## config.mk

```make
export PLATFORM = sky130hd
export DESIGN_NAME = mos_output_select
export DESIGN_NICKNAME = d
export VERILOG_FILES = /design/src/core/mos_pkg.sv /design/src/core/mos_output_select.sv /design/src/core/mos_pulse_stretch.sv
export SDC_FILE = /design/constraint.sdc
export NUM_CORES = 2
export LEC_CHECK = 0
export BUFFER_PORTS_ARGS = -buffer_cell sky130_fd_sc_hd__buf_2
export CAP_MARGIN = 20
export CORE_ASPECT_RATIO = 0.8
export CORE_UTILIZATION = 63
export CTS_BUF_LIST = sky130_fd_sc_hd__clkbuf_2 sky130_fd_sc_hd__clkbuf_4 sky130_fd_sc_hd__clkbuf_8
export DETAILED_ROUTE_END_ITERATION = 10
export PLACE_DENSITY = 0.86
export SETUP_SLACK_MARGIN = 0.2
export SLEW_MARGIN = 10
export SYNTH_ARGS = -nofsm -noshare
export SYNTH_HDL_FRONTEND = slang
export SYNTH_SLANG_ARGS = --single-unit
```

## constraint.sdc

```tcl
create_clock -name ref_clk_in -period 10.1 [get_ports ref_clk_in]
set_input_delay 0.505 -clock ref_clk_in [delete_from_list [all_inputs] [get_ports ref_clk_in]]
set_output_delay 0.505 -clock ref_clk_in [all_outputs]
set_load 0.005 [all_outputs]
```

## src/core/mos_pkg.sv

```systemverilog
// Purpose: constants, codes and carriers for the output selector
// Assumes: 20 MHz reference clock, 32-bit register bus
// Notes: one select field of 6 bits per output, spaced one byte apart
package mos_pkg;
    localparam int N_OUT = 4;
    localparam int DW = 16;
    localparam int CLK_HZ = 20_000_000;
    localparam int PULSE_MS = 500;
    localparam int PULSE_CYCLES = CLK_HZ / 1000 * PULSE_MS;

    // selection codes
    localparam logic [5:0] SEL_FAULT = 6'h0B;
    localparam logic [5:0] SEL_BLOCK = 6'h0C;
    localparam logic [5:0] SEL_ZERO_ANY = 6'h0D;
    localparam logic [5:0] SEL_ZERO_RUN = 6'h0E;
    localparam logic [5:0] SEL_TARGET = 6'h0F;
    localparam logic [5:0] SEL_PREWARN = 6'h10;
    localparam logic [5:0] SEL_SEQ_RUN = 6'h11;
    localparam logic [5:0] SEL_SEQ_PAUSE = 6'h12;
    localparam logic [5:0] SEL_STEP_DONE = 6'h13;
    localparam logic [5:0] SEL_CYCLE_DONE = 6'h14;
    localparam logic [5:0] SEL_OVERHEAT = 6'h15;
    localparam logic [5:0] SEL_BACKLASH = 6'h16;
    localparam logic [5:0] SEL_EXT_SRC = 6'h17;
    localparam logic [5:0] SEL_OVERTORQUE = 6'h18;
    localparam logic [5:0] SEL_FREQ_PULSE = 6'h19;
    localparam logic [5:0] SEL_BRAKE = 6'h1A;
    localparam logic [5:0] SEL_AUX_BASE = 6'h1B;
    localparam logic [5:0] SEL_SEQ_STEP_BASE = 6'h20;
    localparam logic [5:0] SEL_SPEED_STEP_BASE = 6'h30;
    localparam int OUT_BRAKE_IDX = 2;
    localparam int OUT_FREQ_IDX = 3;
    localparam int SEL_W = 6;
    localparam int SEL_SPACING = 8;

    // byte addresses
    localparam logic [5:0] ADDR_SEL = 6'h00;
    localparam logic [5:0] ADDR_POL = 6'h04;
    localparam logic [5:0] ADDR_TARGET = 6'h08;
    localparam logic [5:0] ADDR_PREWARN = 6'h0C;
    localparam logic [5:0] ADDR_OVERHEAT = 6'h10;
    localparam logic [5:0] ADDR_BRAKE = 6'h14;
    localparam logic [5:0] ADDR_TORQUE = 6'h18;
    localparam logic [5:0] ADDR_GAIN = 6'h1C;
    localparam logic [5:0] ADDR_IRQ_STATUS = 6'h20;
    localparam logic [5:0] ADDR_IRQ_MASK = 6'h24;
    localparam logic [5:0] ADDR_STATE = 6'h28;

    // config word index = byte address / 4
    localparam int CFG_SEL = 0;
    localparam int CFG_POL = 1;
    localparam int CFG_TARGET = 2;
    localparam int CFG_PREWARN = 3;
    localparam int CFG_OVERHEAT = 4;
    localparam int CFG_BRAKE = 5;
    localparam int CFG_TORQUE = 6;
    localparam int CFG_GAIN = 7;
    localparam logic [7:0][31:0] CFG_RST = {
        32'h0000_0100, 32'h0000_FFFF, 32'h0000_FFFF, 32'h0000_FFFF,
        32'h0000_FFFF, 32'h0000_FFFF, 32'h0000_0000, 32'h0905_010B};
    localparam logic [7:0][31:0] CFG_MASK = {
        32'h0000_FFFF, 32'h0000_FFFF, 32'h0000_FFFF, 32'h0000_FFFF,
        32'h0000_FFFF, 32'h0000_FFFF, 32'h0000_000F, 32'h3F3F_3F3F};

    localparam int IRQ_W = 4;
    localparam int IRQ_FAULT = 0;
    localparam int IRQ_STEP = 1;
    localparam int IRQ_CYCLE = 2;
    localparam int IRQ_TORQUE = 3;

    typedef struct packed {
        logic fault;
        logic base_block;
        logic volt_out;
        logic run_cmd;
        logic seq_run;
        logic seq_pause;
        logic seq_step_done;
        logic seq_cycle_done;
        logic backlash_dwell;
        logic ext_source;
        logic [2:0] aux_motor;
        logic [3:0] seq_step;
        logic [3:0] speed_step;
    } mos_cond_type;

    typedef struct packed {
        logic [DW-1:0] counter;
        logic [DW-1:0] heatsink;
        logic [DW-1:0] current;
        logic [DW-1:0] dc_bus;
        logic [DW-1:0] out_freq;
    } mos_meas_type;
endpackage : mos_pkg

```

## src/core/mos_output_select.sv

```systemverilog
// Purpose: multi-function output selection for two relays and two transistor outputs
// Assumes: condition inputs come from logic on the same clock
// Notes: registers over Avalon-MM, one wait state per access
//
// The Avalon-MM slave port and the placing of the registers were chosen for this implementation.
`timescale 1ns/1ps
module mos_output_select #(
    parameter int unsigned PULSE_CYCLES = mos_pkg::PULSE_CYCLES
) (
    input wire logic ref_clk_in, // system clock
    input wire logic srst_in, // sync reset, active high
    input wire logic [5:0] avs_address_in, // byte address
    input wire logic avs_read_in, // read request
    input wire logic avs_write_in, // write request
    input wire logic [31:0] avs_writedata_in, // write data
    input wire logic [3:0] avs_byteenable_in, // byte lanes
    output logic [31:0] avs_readdata_out, // read data
    output logic avs_waitrequest_out, // stall
    input wire mos_pkg::mos_cond_type cond_in, // drive conditions
    input wire mos_pkg::mos_meas_type meas_in, // drive measurements
    output logic relay_one_out, // relay 1 contact
    output logic relay_two_out, // relay 2 contact
    output logic transistor_output_a_out, // first transistor output
    output logic transistor_output_b_out, // second transistor output
    output logic irq_out // level interrupt
);
    import mos_pkg::*;

    ////////////////////////////////////////////////////////////////////////////
    // bus slave
    logic ack;
    logic [7:0][31:0] cfg;
    logic [IRQ_W-1:0] irq_status;
    logic [IRQ_W-1:0] irq_mask;
    logic [N_OUT-1:0] out_reg;
    logic [N_OUT-1:0] cond_now;

    wire req = avs_read_in | avs_write_in;
    wire wr_fire = avs_write_in & ack;
    wire aligned = avs_address_in[1:0] == 2'b00;
    wire cfg_hit = aligned && avs_address_in < ADDR_IRQ_STATUS;
    wire hit_status = avs_address_in == ADDR_IRQ_STATUS;
    wire hit_mask = avs_address_in == ADDR_IRQ_MASK;
    wire hit_state = avs_address_in == ADDR_STATE;
    wire [2:0] cfg_idx = avs_address_in[4:2];
    wire [31:0] wmask = {{8{avs_byteenable_in[3]}}, {8{avs_byteenable_in[2]}},
        {8{avs_byteenable_in[1]}}, {8{avs_byteenable_in[0]}}};
    wire [31:0] wbits = avs_writedata_in & wmask;
    wire [31:0] next_cfg_word = ((cfg[cfg_idx] & ~wmask) | wbits) & CFG_MASK[cfg_idx];
    wire [31:0] rd_mux = cfg_hit ? cfg[cfg_idx] :
        hit_status ? {28'h000_0000, irq_status} :
        hit_mask ? {28'h000_0000, irq_mask} :
        hit_state ? {24'h00_0000, cond_now, out_reg} : 32'h0000_0000;

    // one wait state keeps read data coming from a flop
    assign avs_waitrequest_out = req & ~ack;

    always_ff @(posedge ref_clk_in)
    begin
        if (srst_in)
        begin
            ack <= 1'b0;
            avs_readdata_out <= 32'h0000_0000;
        end
        else
        begin
            ack <= req & ~ack;
            if (avs_read_in && !ack)
            begin
                avs_readdata_out <= rd_mux;
            end
        end
    end

    always_ff @(posedge ref_clk_in)
    begin
        if (srst_in)
        begin
            cfg <= CFG_RST;
            irq_mask <= '0;
        end
        else if (wr_fire)
        begin
            if (cfg_hit)
            begin
                cfg[cfg_idx] <= next_cfg_word;
            end
            if (hit_mask)
            begin
                irq_mask <= wbits[IRQ_W-1:0];
            end
        end
    end

    ////////////////////////////////////////////////////////////////////////////
    // settings
    wire [N_OUT-1:0] pol = cfg[CFG_POL][N_OUT-1:0];
    wire [DW-1:0] target = cfg[CFG_TARGET][DW-1:0];
    wire [DW-1:0] prewarn = cfg[CFG_PREWARN][DW-1:0];
    wire [DW-1:0] heat_thr = cfg[CFG_OVERHEAT][DW-1:0];
    wire [DW-1:0] brake_lvl = cfg[CFG_BRAKE][DW-1:0];
    wire [DW-1:0] torque_lvl = cfg[CFG_TORQUE][DW-1:0];
    wire [DW-1:0] gain = cfg[CFG_GAIN][DW-1:0];

    ////////////////////////////////////////////////////////////////////////////
    // timed pulses for step and cycle completion
    logic step_pulse;
    logic cycle_pulse;

    mos_pulse_stretch #(.CYCLES(PULSE_CYCLES)) u_step (
        .ref_clk_in(ref_clk_in),
        .srst_in(srst_in),
        .trig_in(cond_in.seq_step_done),
        .pulse_out(step_pulse)
    );

    mos_pulse_stretch #(.CYCLES(PULSE_CYCLES)) u_cycle (
        .ref_clk_in(ref_clk_in),
        .srst_in(srst_in),
        .trig_in(cond_in.seq_cycle_done),
        .pulse_out(cycle_pulse)
    );

    ////////////////////////////////////////////////////////////////////////////
    // frequency pulse train: gain is 8.8 fixed point, toggles on accumulator carry
    logic [DW-1:0] acc;
    logic freq_pulse;
    wire [2*DW-1:0] prod = meas_in.out_freq * gain;
    wire [DW:0] next_acc = {1'b0, acc} + {1'b0, prod[DW+7:8]};

    always_ff @(posedge ref_clk_in)
    begin
        if (srst_in)
        begin
            acc <= '0;
            freq_pulse <= 1'b0;
        end
        else
        begin
            acc <= next_acc[DW-1:0];
            freq_pulse <= freq_pulse ^ next_acc[DW];
        end
    end

    ////////////////////////////////////////////////////////////////////////////
    // condition table indexed by selection code; codes 0-10, 30, 31 stay open
    logic [63:0] cond_vec;
    wire [15:0] seq_onehot = 16'h0001 << cond_in.seq_step;
    wire [15:0] speed_onehot = 16'h0001 << cond_in.speed_step;

    always_comb
    begin
        cond_vec = 64'h0000_0000_0000_0000;
        cond_vec[SEL_FAULT] = cond_in.fault;
        cond_vec[SEL_BLOCK] = cond_in.base_block;
        cond_vec[SEL_ZERO_ANY] = ~cond_in.volt_out;
        cond_vec[SEL_ZERO_RUN] = ~cond_in.volt_out & cond_in.run_cmd;
        cond_vec[SEL_TARGET] = meas_in.counter >= target;
        cond_vec[SEL_PREWARN] = meas_in.counter >= prewarn;
        cond_vec[SEL_SEQ_RUN] = cond_in.seq_run;
        cond_vec[SEL_SEQ_PAUSE] = cond_in.seq_pause;
        cond_vec[SEL_STEP_DONE] = step_pulse;
        cond_vec[SEL_CYCLE_DONE] = cycle_pulse;
        cond_vec[SEL_OVERHEAT] = meas_in.heatsink > heat_thr;
        cond_vec[SEL_BACKLASH] = cond_in.backlash_dwell;
        cond_vec[SEL_EXT_SRC] = cond_in.ext_source;
        cond_vec[SEL_OVERTORQUE] = meas_in.current > torque_lvl;
        cond_vec[SEL_FREQ_PULSE] = freq_pulse;
        cond_vec[SEL_BRAKE] = meas_in.dc_bus > brake_lvl;
        cond_vec[SEL_AUX_BASE +: 3] = cond_in.aux_motor;
        // sequencer step only counts while the program runs
        cond_vec[SEL_SEQ_STEP_BASE +: 16] = cond_in.seq_run ? seq_onehot : 16'h0000;
        cond_vec[SEL_SPEED_STEP_BASE +: 16] = speed_onehot;
    end

    ////////////////////////////////////////////////////////////////////////////
    // per-output selection and polarity
    logic [N_OUT-1:0] next_out;

    for (genvar gi = 0; gi < N_OUT; gi++)
    begin : g_out
        wire [SEL_W-1:0] code = cfg[CFG_SEL][gi*SEL_SPACING +: SEL_W];
        wire bad_freq = code == SEL_FREQ_PULSE && gi != OUT_FREQ_IDX;
        wire bad_brake = code == SEL_BRAKE && gi != OUT_BRAKE_IDX;
        assign cond_now[gi] = cond_vec[code] & ~bad_freq & ~bad_brake;
        assign next_out[gi] = cond_now[gi] ^ pol[gi];
    end

    always_ff @(posedge ref_clk_in)
    begin
        if (srst_in)
        begin
            out_reg <= '0;
        end
        else
        begin
            out_reg <= next_out;
        end
    end

    assign relay_one_out = out_reg[0];
    assign relay_two_out = out_reg[1];
    assign transistor_output_a_out = out_reg[2];
    assign transistor_output_b_out = out_reg[3];

    ////////////////////////////////////////////////////////////////////////////
    // interrupts: set wins over write-one-to-clear
    logic fault_d;
    logic torque_d;
    wire torque_now = cond_vec[SEL_OVERTORQUE];
    wire [IRQ_W-1:0] irq_set = {torque_now & ~torque_d, cond_in.seq_cycle_done,
        cond_in.seq_step_done, cond_in.fault & ~fault_d};
    wire [IRQ_W-1:0] irq_clr = (wr_fire && hit_status) ? wbits[IRQ_W-1:0] : '0;

    always_ff @(posedge ref_clk_in)
    begin
        if (srst_in)
        begin
            fault_d <= 1'b0;
            torque_d <= 1'b0;
            irq_status <= '0;
        end
        else
        begin
            fault_d <= cond_in.fault;
            torque_d <= torque_now;
            irq_status <= (irq_status & ~irq_clr) | irq_set;
        end
    end

    assign irq_out = |(irq_status & irq_mask);

    wire [SEL_W-1:0] code0 = cfg[CFG_SEL][SEL_W-1:0];
    wire [SEL_W-1:0] code2 = cfg[CFG_SEL][2*SEL_SPACING +: SEL_W];

    // helper: cycles that the stretched step pulse has stood since its trigger
    logic [31:0] step_run;
    wire [31:0] next_step_run = (step_pulse && !cond_in.seq_step_done) ?
        step_run + 32'h0000_0001 : 32'h0000_0000;

    always_ff @(posedge ref_clk_in)
    begin
        if (srst_in)
        begin
            step_run <= 32'h0000_0000;
        end
        else
        begin
            step_run <= next_step_run;
        end
    end
endmodule : mos_output_select

```

## src/core/mos_pulse_stretch.sv

```systemverilog
// Purpose: stretch a one-cycle event into a fixed-length pulse
// Assumes: trigger is a one-cycle pulse from same-clock logic
// Notes: a new trigger restarts the full length
`timescale 1ns/1ps
module mos_pulse_stretch #(
    parameter int unsigned CYCLES = mos_pkg::PULSE_CYCLES
) (
    input wire logic ref_clk_in, // system clock
    input wire logic srst_in, // sync reset
    input wire logic trig_in, // event pulse
    output logic pulse_out // stretched pulse
);
    import mos_pkg::*;
    localparam int CW = $clog2(CYCLES + 1);
    logic [CW-1:0] cnt;
    wire [CW-1:0] next_cnt = trig_in ? CW'(CYCLES) :
        (cnt != '0) ? cnt - CW'(1) : cnt;

    always_ff @(posedge ref_clk_in)
    begin
        if (srst_in)
        begin
            cnt <= '0;
            pulse_out <= 1'b0;
        end
        else
        begin
            cnt <= next_cnt;
            pulse_out <= next_cnt != '0;
        end
    end
endmodule : mos_pulse_stretch

```

==> run_results.csv <==
group,metric,value,unit
route,finalWirelength,70400,µm
route,wl_per_cell,21.2,µm
layout,reg.largest.list,"cfg (208), avs_readdata_out (28)",
timing,fin_setup_tns,0,ns
timing,drv_slew,0,
synth,synth.distinct_cells,72,
synth,ys.flop_type,"dfxtp_1",
power_and_ir_drop,power.density,122,nW/µm²
floorplan,start_util,64.7,%
route,antenna_left,0,
power_and_ir_drop,design_power_total,3210,µW
floorplan,core,37400,µm²
timing,hold_viol,0,
synth,synthArstFlopShare,0,%
layout,largest_reg_flops,208,
clocking,numCtsBuffers,49,
synth,synthSimpleGateAreaFrac,18.9,%
timing,fmax,122,MHz
setup_path,crit_path_end_kind,"register",
layout,top_register,"cfg",
timing,maxSlewHeadroom,20.6,%
power_and_ir_drop,seqPwrFrac,43.9,%
grt,grt_usage,36.0,%
power_and_ir_drop,power_frac_comb,19.1,%
clocking,ctsRootBufferMaster,"clkbuf_8",
setup_path,reg2reg_from,"cfg[226]",
grt,grt_pass1_vias,20890,
hold_path,min_path_cells,3,
layout,fin_cells,3312,
floorplan,rows,63,
timing,fin_crit_sh,80.9,%
synth,synth_top_family_by_area,"adder cells",
grt,grt_max_degree,93,
grt,grtUsageMet3,6.97,%
place,dp_cells,3220,
synth,synth_edf_count,0,
setup_path,startpoint,"cfg[226]",
grt,busiest_layer,"met2",
clocking,cts_tree,"yes",
timing,tightest_slew,1.19,ns
synth,synthXorXnorAreaFrac,3.83,%
power_and_ir_drop,clkPwrFrac,37.0,%
clocking,htreeDepth,2,
outcome,status,"complete, no violations",
layout,mostFrequentLayoutCells,"dfxtp_1 (334), inv_1 (304), nand2_1 (291)",
setup_path,critPathMaxFanout,18,
synth,synthMuxAreaShare,8.35,%
layout,drive_gt1_share,14.0,%
place,place_hpwl,51200,µm
clocking,cts_setup_buffers,0,
synth,syn_avg_cell_area,8.94,µm²
timing,fin_worst_skew,0.0527,ns
timing,layout_min_cycle_time,8.17,ns
grt,met2_usage,57.0,%
clocking,cts.sinks,334,
synth,yosys.area_share.adder,22.5,%
floorplan,die_y,177,µm
power_and_ir_drop,p_switching,968,µW
clocking,clk-insertion-delay-late,0.63,ns
route,drc,0,
clocking,cts_hold_buf,0,
layout,nFillCells,2787,
route,dr.pass1.iters,8,
synth,yosys_warnings,0,
synth,yosysSeqAreaShare,27.6,%
setup_path,start_kind,"register",
grt,grt_pass1_wl,111000,µm
setup_path,r2r_end,"freq_pulse",
clocking,path_clk_slew,0.07,ns
run,cap_violations,0,
setup_path,cp-endpoint,"freq_pulse",
floorplan,ios,185,
route,via_count,20783,
grt,grt_overflow_total,0,
synth,synth-compound-area-share,11.2,%
layout,nNetsFinal,3269,
setup_path,worstPathArrival,8.64,ns
place,port-buffer-count,176,
place,gp_congestion,0.948,
setup_path,reg2reg_depth,26,
grt,antenna_found_initial,2,
power_and_ir_drop,p_int,2240,µW
synth,ys_seq_elements,334,
setup_path,reg2reg_setup_slack,1.93,ns
clocking,cts_resized,0,
grt,grt_use_met1,47.0,%
floorplan,die_area,39200,µm²
layout,fin_area,26300,µm²
power_and_ir_drop,ir_worst_vdd,0.000103,V
layout,final_common_cell,"dfxtp_1",
synth,synth_area,24200,µm²
timing,rsz0062_at_grt,"no",
setup_path,crit_type,"reg2reg",
hold_path,min_path_type,"in2reg",
synth,synth_cells,2708,
place,placed_cell_area,25200,µm²
floorplan,dieWidth,221,µm
power_and_ir_drop,p_leak,0.0131,µW
timing,setup_viol,0,
setup_path,worst_ep_required_time,10.57,ns
clocking,clockBufferDepth,3,
route,drt_iter0_drc,2229,
route,vias_per_cell,6.28,
layout,syn_to_final_growth,8.63,%
power_and_ir_drop,switching_share,30.2,%
synthesized netlist by cell type, types with 70 or more instances:
library cell / n / area (µm²)
dfxtp_1: 334 / 6690
and3_1: 111 / 694
nand2_1: 292 / 1100
clkbuf_1: 149 / 559
nor2_1: 211 / 792
a21oi_1: 101 / 505
o211ai_1: 109 / 818
and2_1: 107 / 669
fa_1: 168 / 3360
inv_1: 305 / 1140
ha_1: 167 / 2090
xnor2_1: 70 / 613
worst min-delay path by stage:
stage | slack, ns | endpoint | start
finish | 0.20 | cfg[24] | avs_writedata_in[24]
floorplan | 0.45 | cfg[208] | cfg[208]
detailed placement | 0.46 | cfg[149] | cfg[149]
CTS | 0.17 | u_cycle.cnt[18] | cond_in[13]
global route | 0.20 | u_cycle.cnt[18] | cond_in[13]
global placement | 0.46 | cfg[82] | cfg[82]
critical path: stages (launching register included):
cell	delay (ns)
dfxtp_1	0.91
nand2_1	0.19
fa_1	0.55
fa_1	0.58
fa_1	0.45
fa_1	0.54
inv_1	0.05
fa_1	0.47
inv_1	0.05
fa_1	0.48
inv_1	0.05
ha_1	0.33
and4_1	0.24
a22o_1	0.19
a21o_1	0.20
nor2_1	0.16
nor2b_1	0.11
o21a_1	0.20
nor2_1	0.14
ha_1	0.30
a21o_1	0.18
a31oi_1	0.22
o21ai_0	0.18
o41ai_1	0.45
o21ai_0	0.27
and3_1	0.22
or3_1	0.33
area by class of cell:
type	count	area, µm²	area share (%)
Inverter	306	1150	4.38
Sequential cell	334	6690	25.4
Tap cell	487	609	2.32
Multi-Input combinational cell	1900	15700	59.8
Clock inverter	16	141	0.537
Timing Repair Buffer	196	1060	4.04
Clock buffer	72	928	3.53
Antenna cell	1	2.50	0.00951
metrics by stage:
step | util [%] | hold slack (ns) | setup WS (ns)
after floorplan | - | 0.447 | 2.78
after global placement | 67.2 | 0.460 | 2.28
after detailed placement | 67.3 | 0.461 | 2.09
after CTS | 70.1 | 0.174 | 2.07
after global routing | 70.3 | 0.199 | 1.59
final | 70.3 | 0.195 | 1.93
cell families (layout without fill, tap and decap cells):
kind of cell / Yosys count / in the layout
adders and majority gates: 335 / 335
and+or+nand+nor: 936 / 936
other: 1 / 5
buffers and inverters: 477 / 590
xor gates and xnor gates: 106 / 106
muxes: 119 / 119
DFF: 334 / 334
AOI/OAI and AO/OA: 400 / 400
routing by layer:
layer / part of all wire (%) / vias to the layer above
met5: 0 / -
met4: 5.4 / 0
met2: 45 / 1219
met3: 11 / 244
met1: 39 / 9990
li1: - / 9330
power groups by stage:
stage          Combinational [µW]  Clock (µW)  Sequential, µW
2_1_floorplan                 434           0            1420
3_3_place_gp                  564           0            1430
3_5_place_dp                  593           0            1440
4_1_cts                       599        1190            1410
5_1_grt                       673        1250            1410
6_report                      614        1190            1410
No activity file was read; power rests on OpenSTA's default activity.
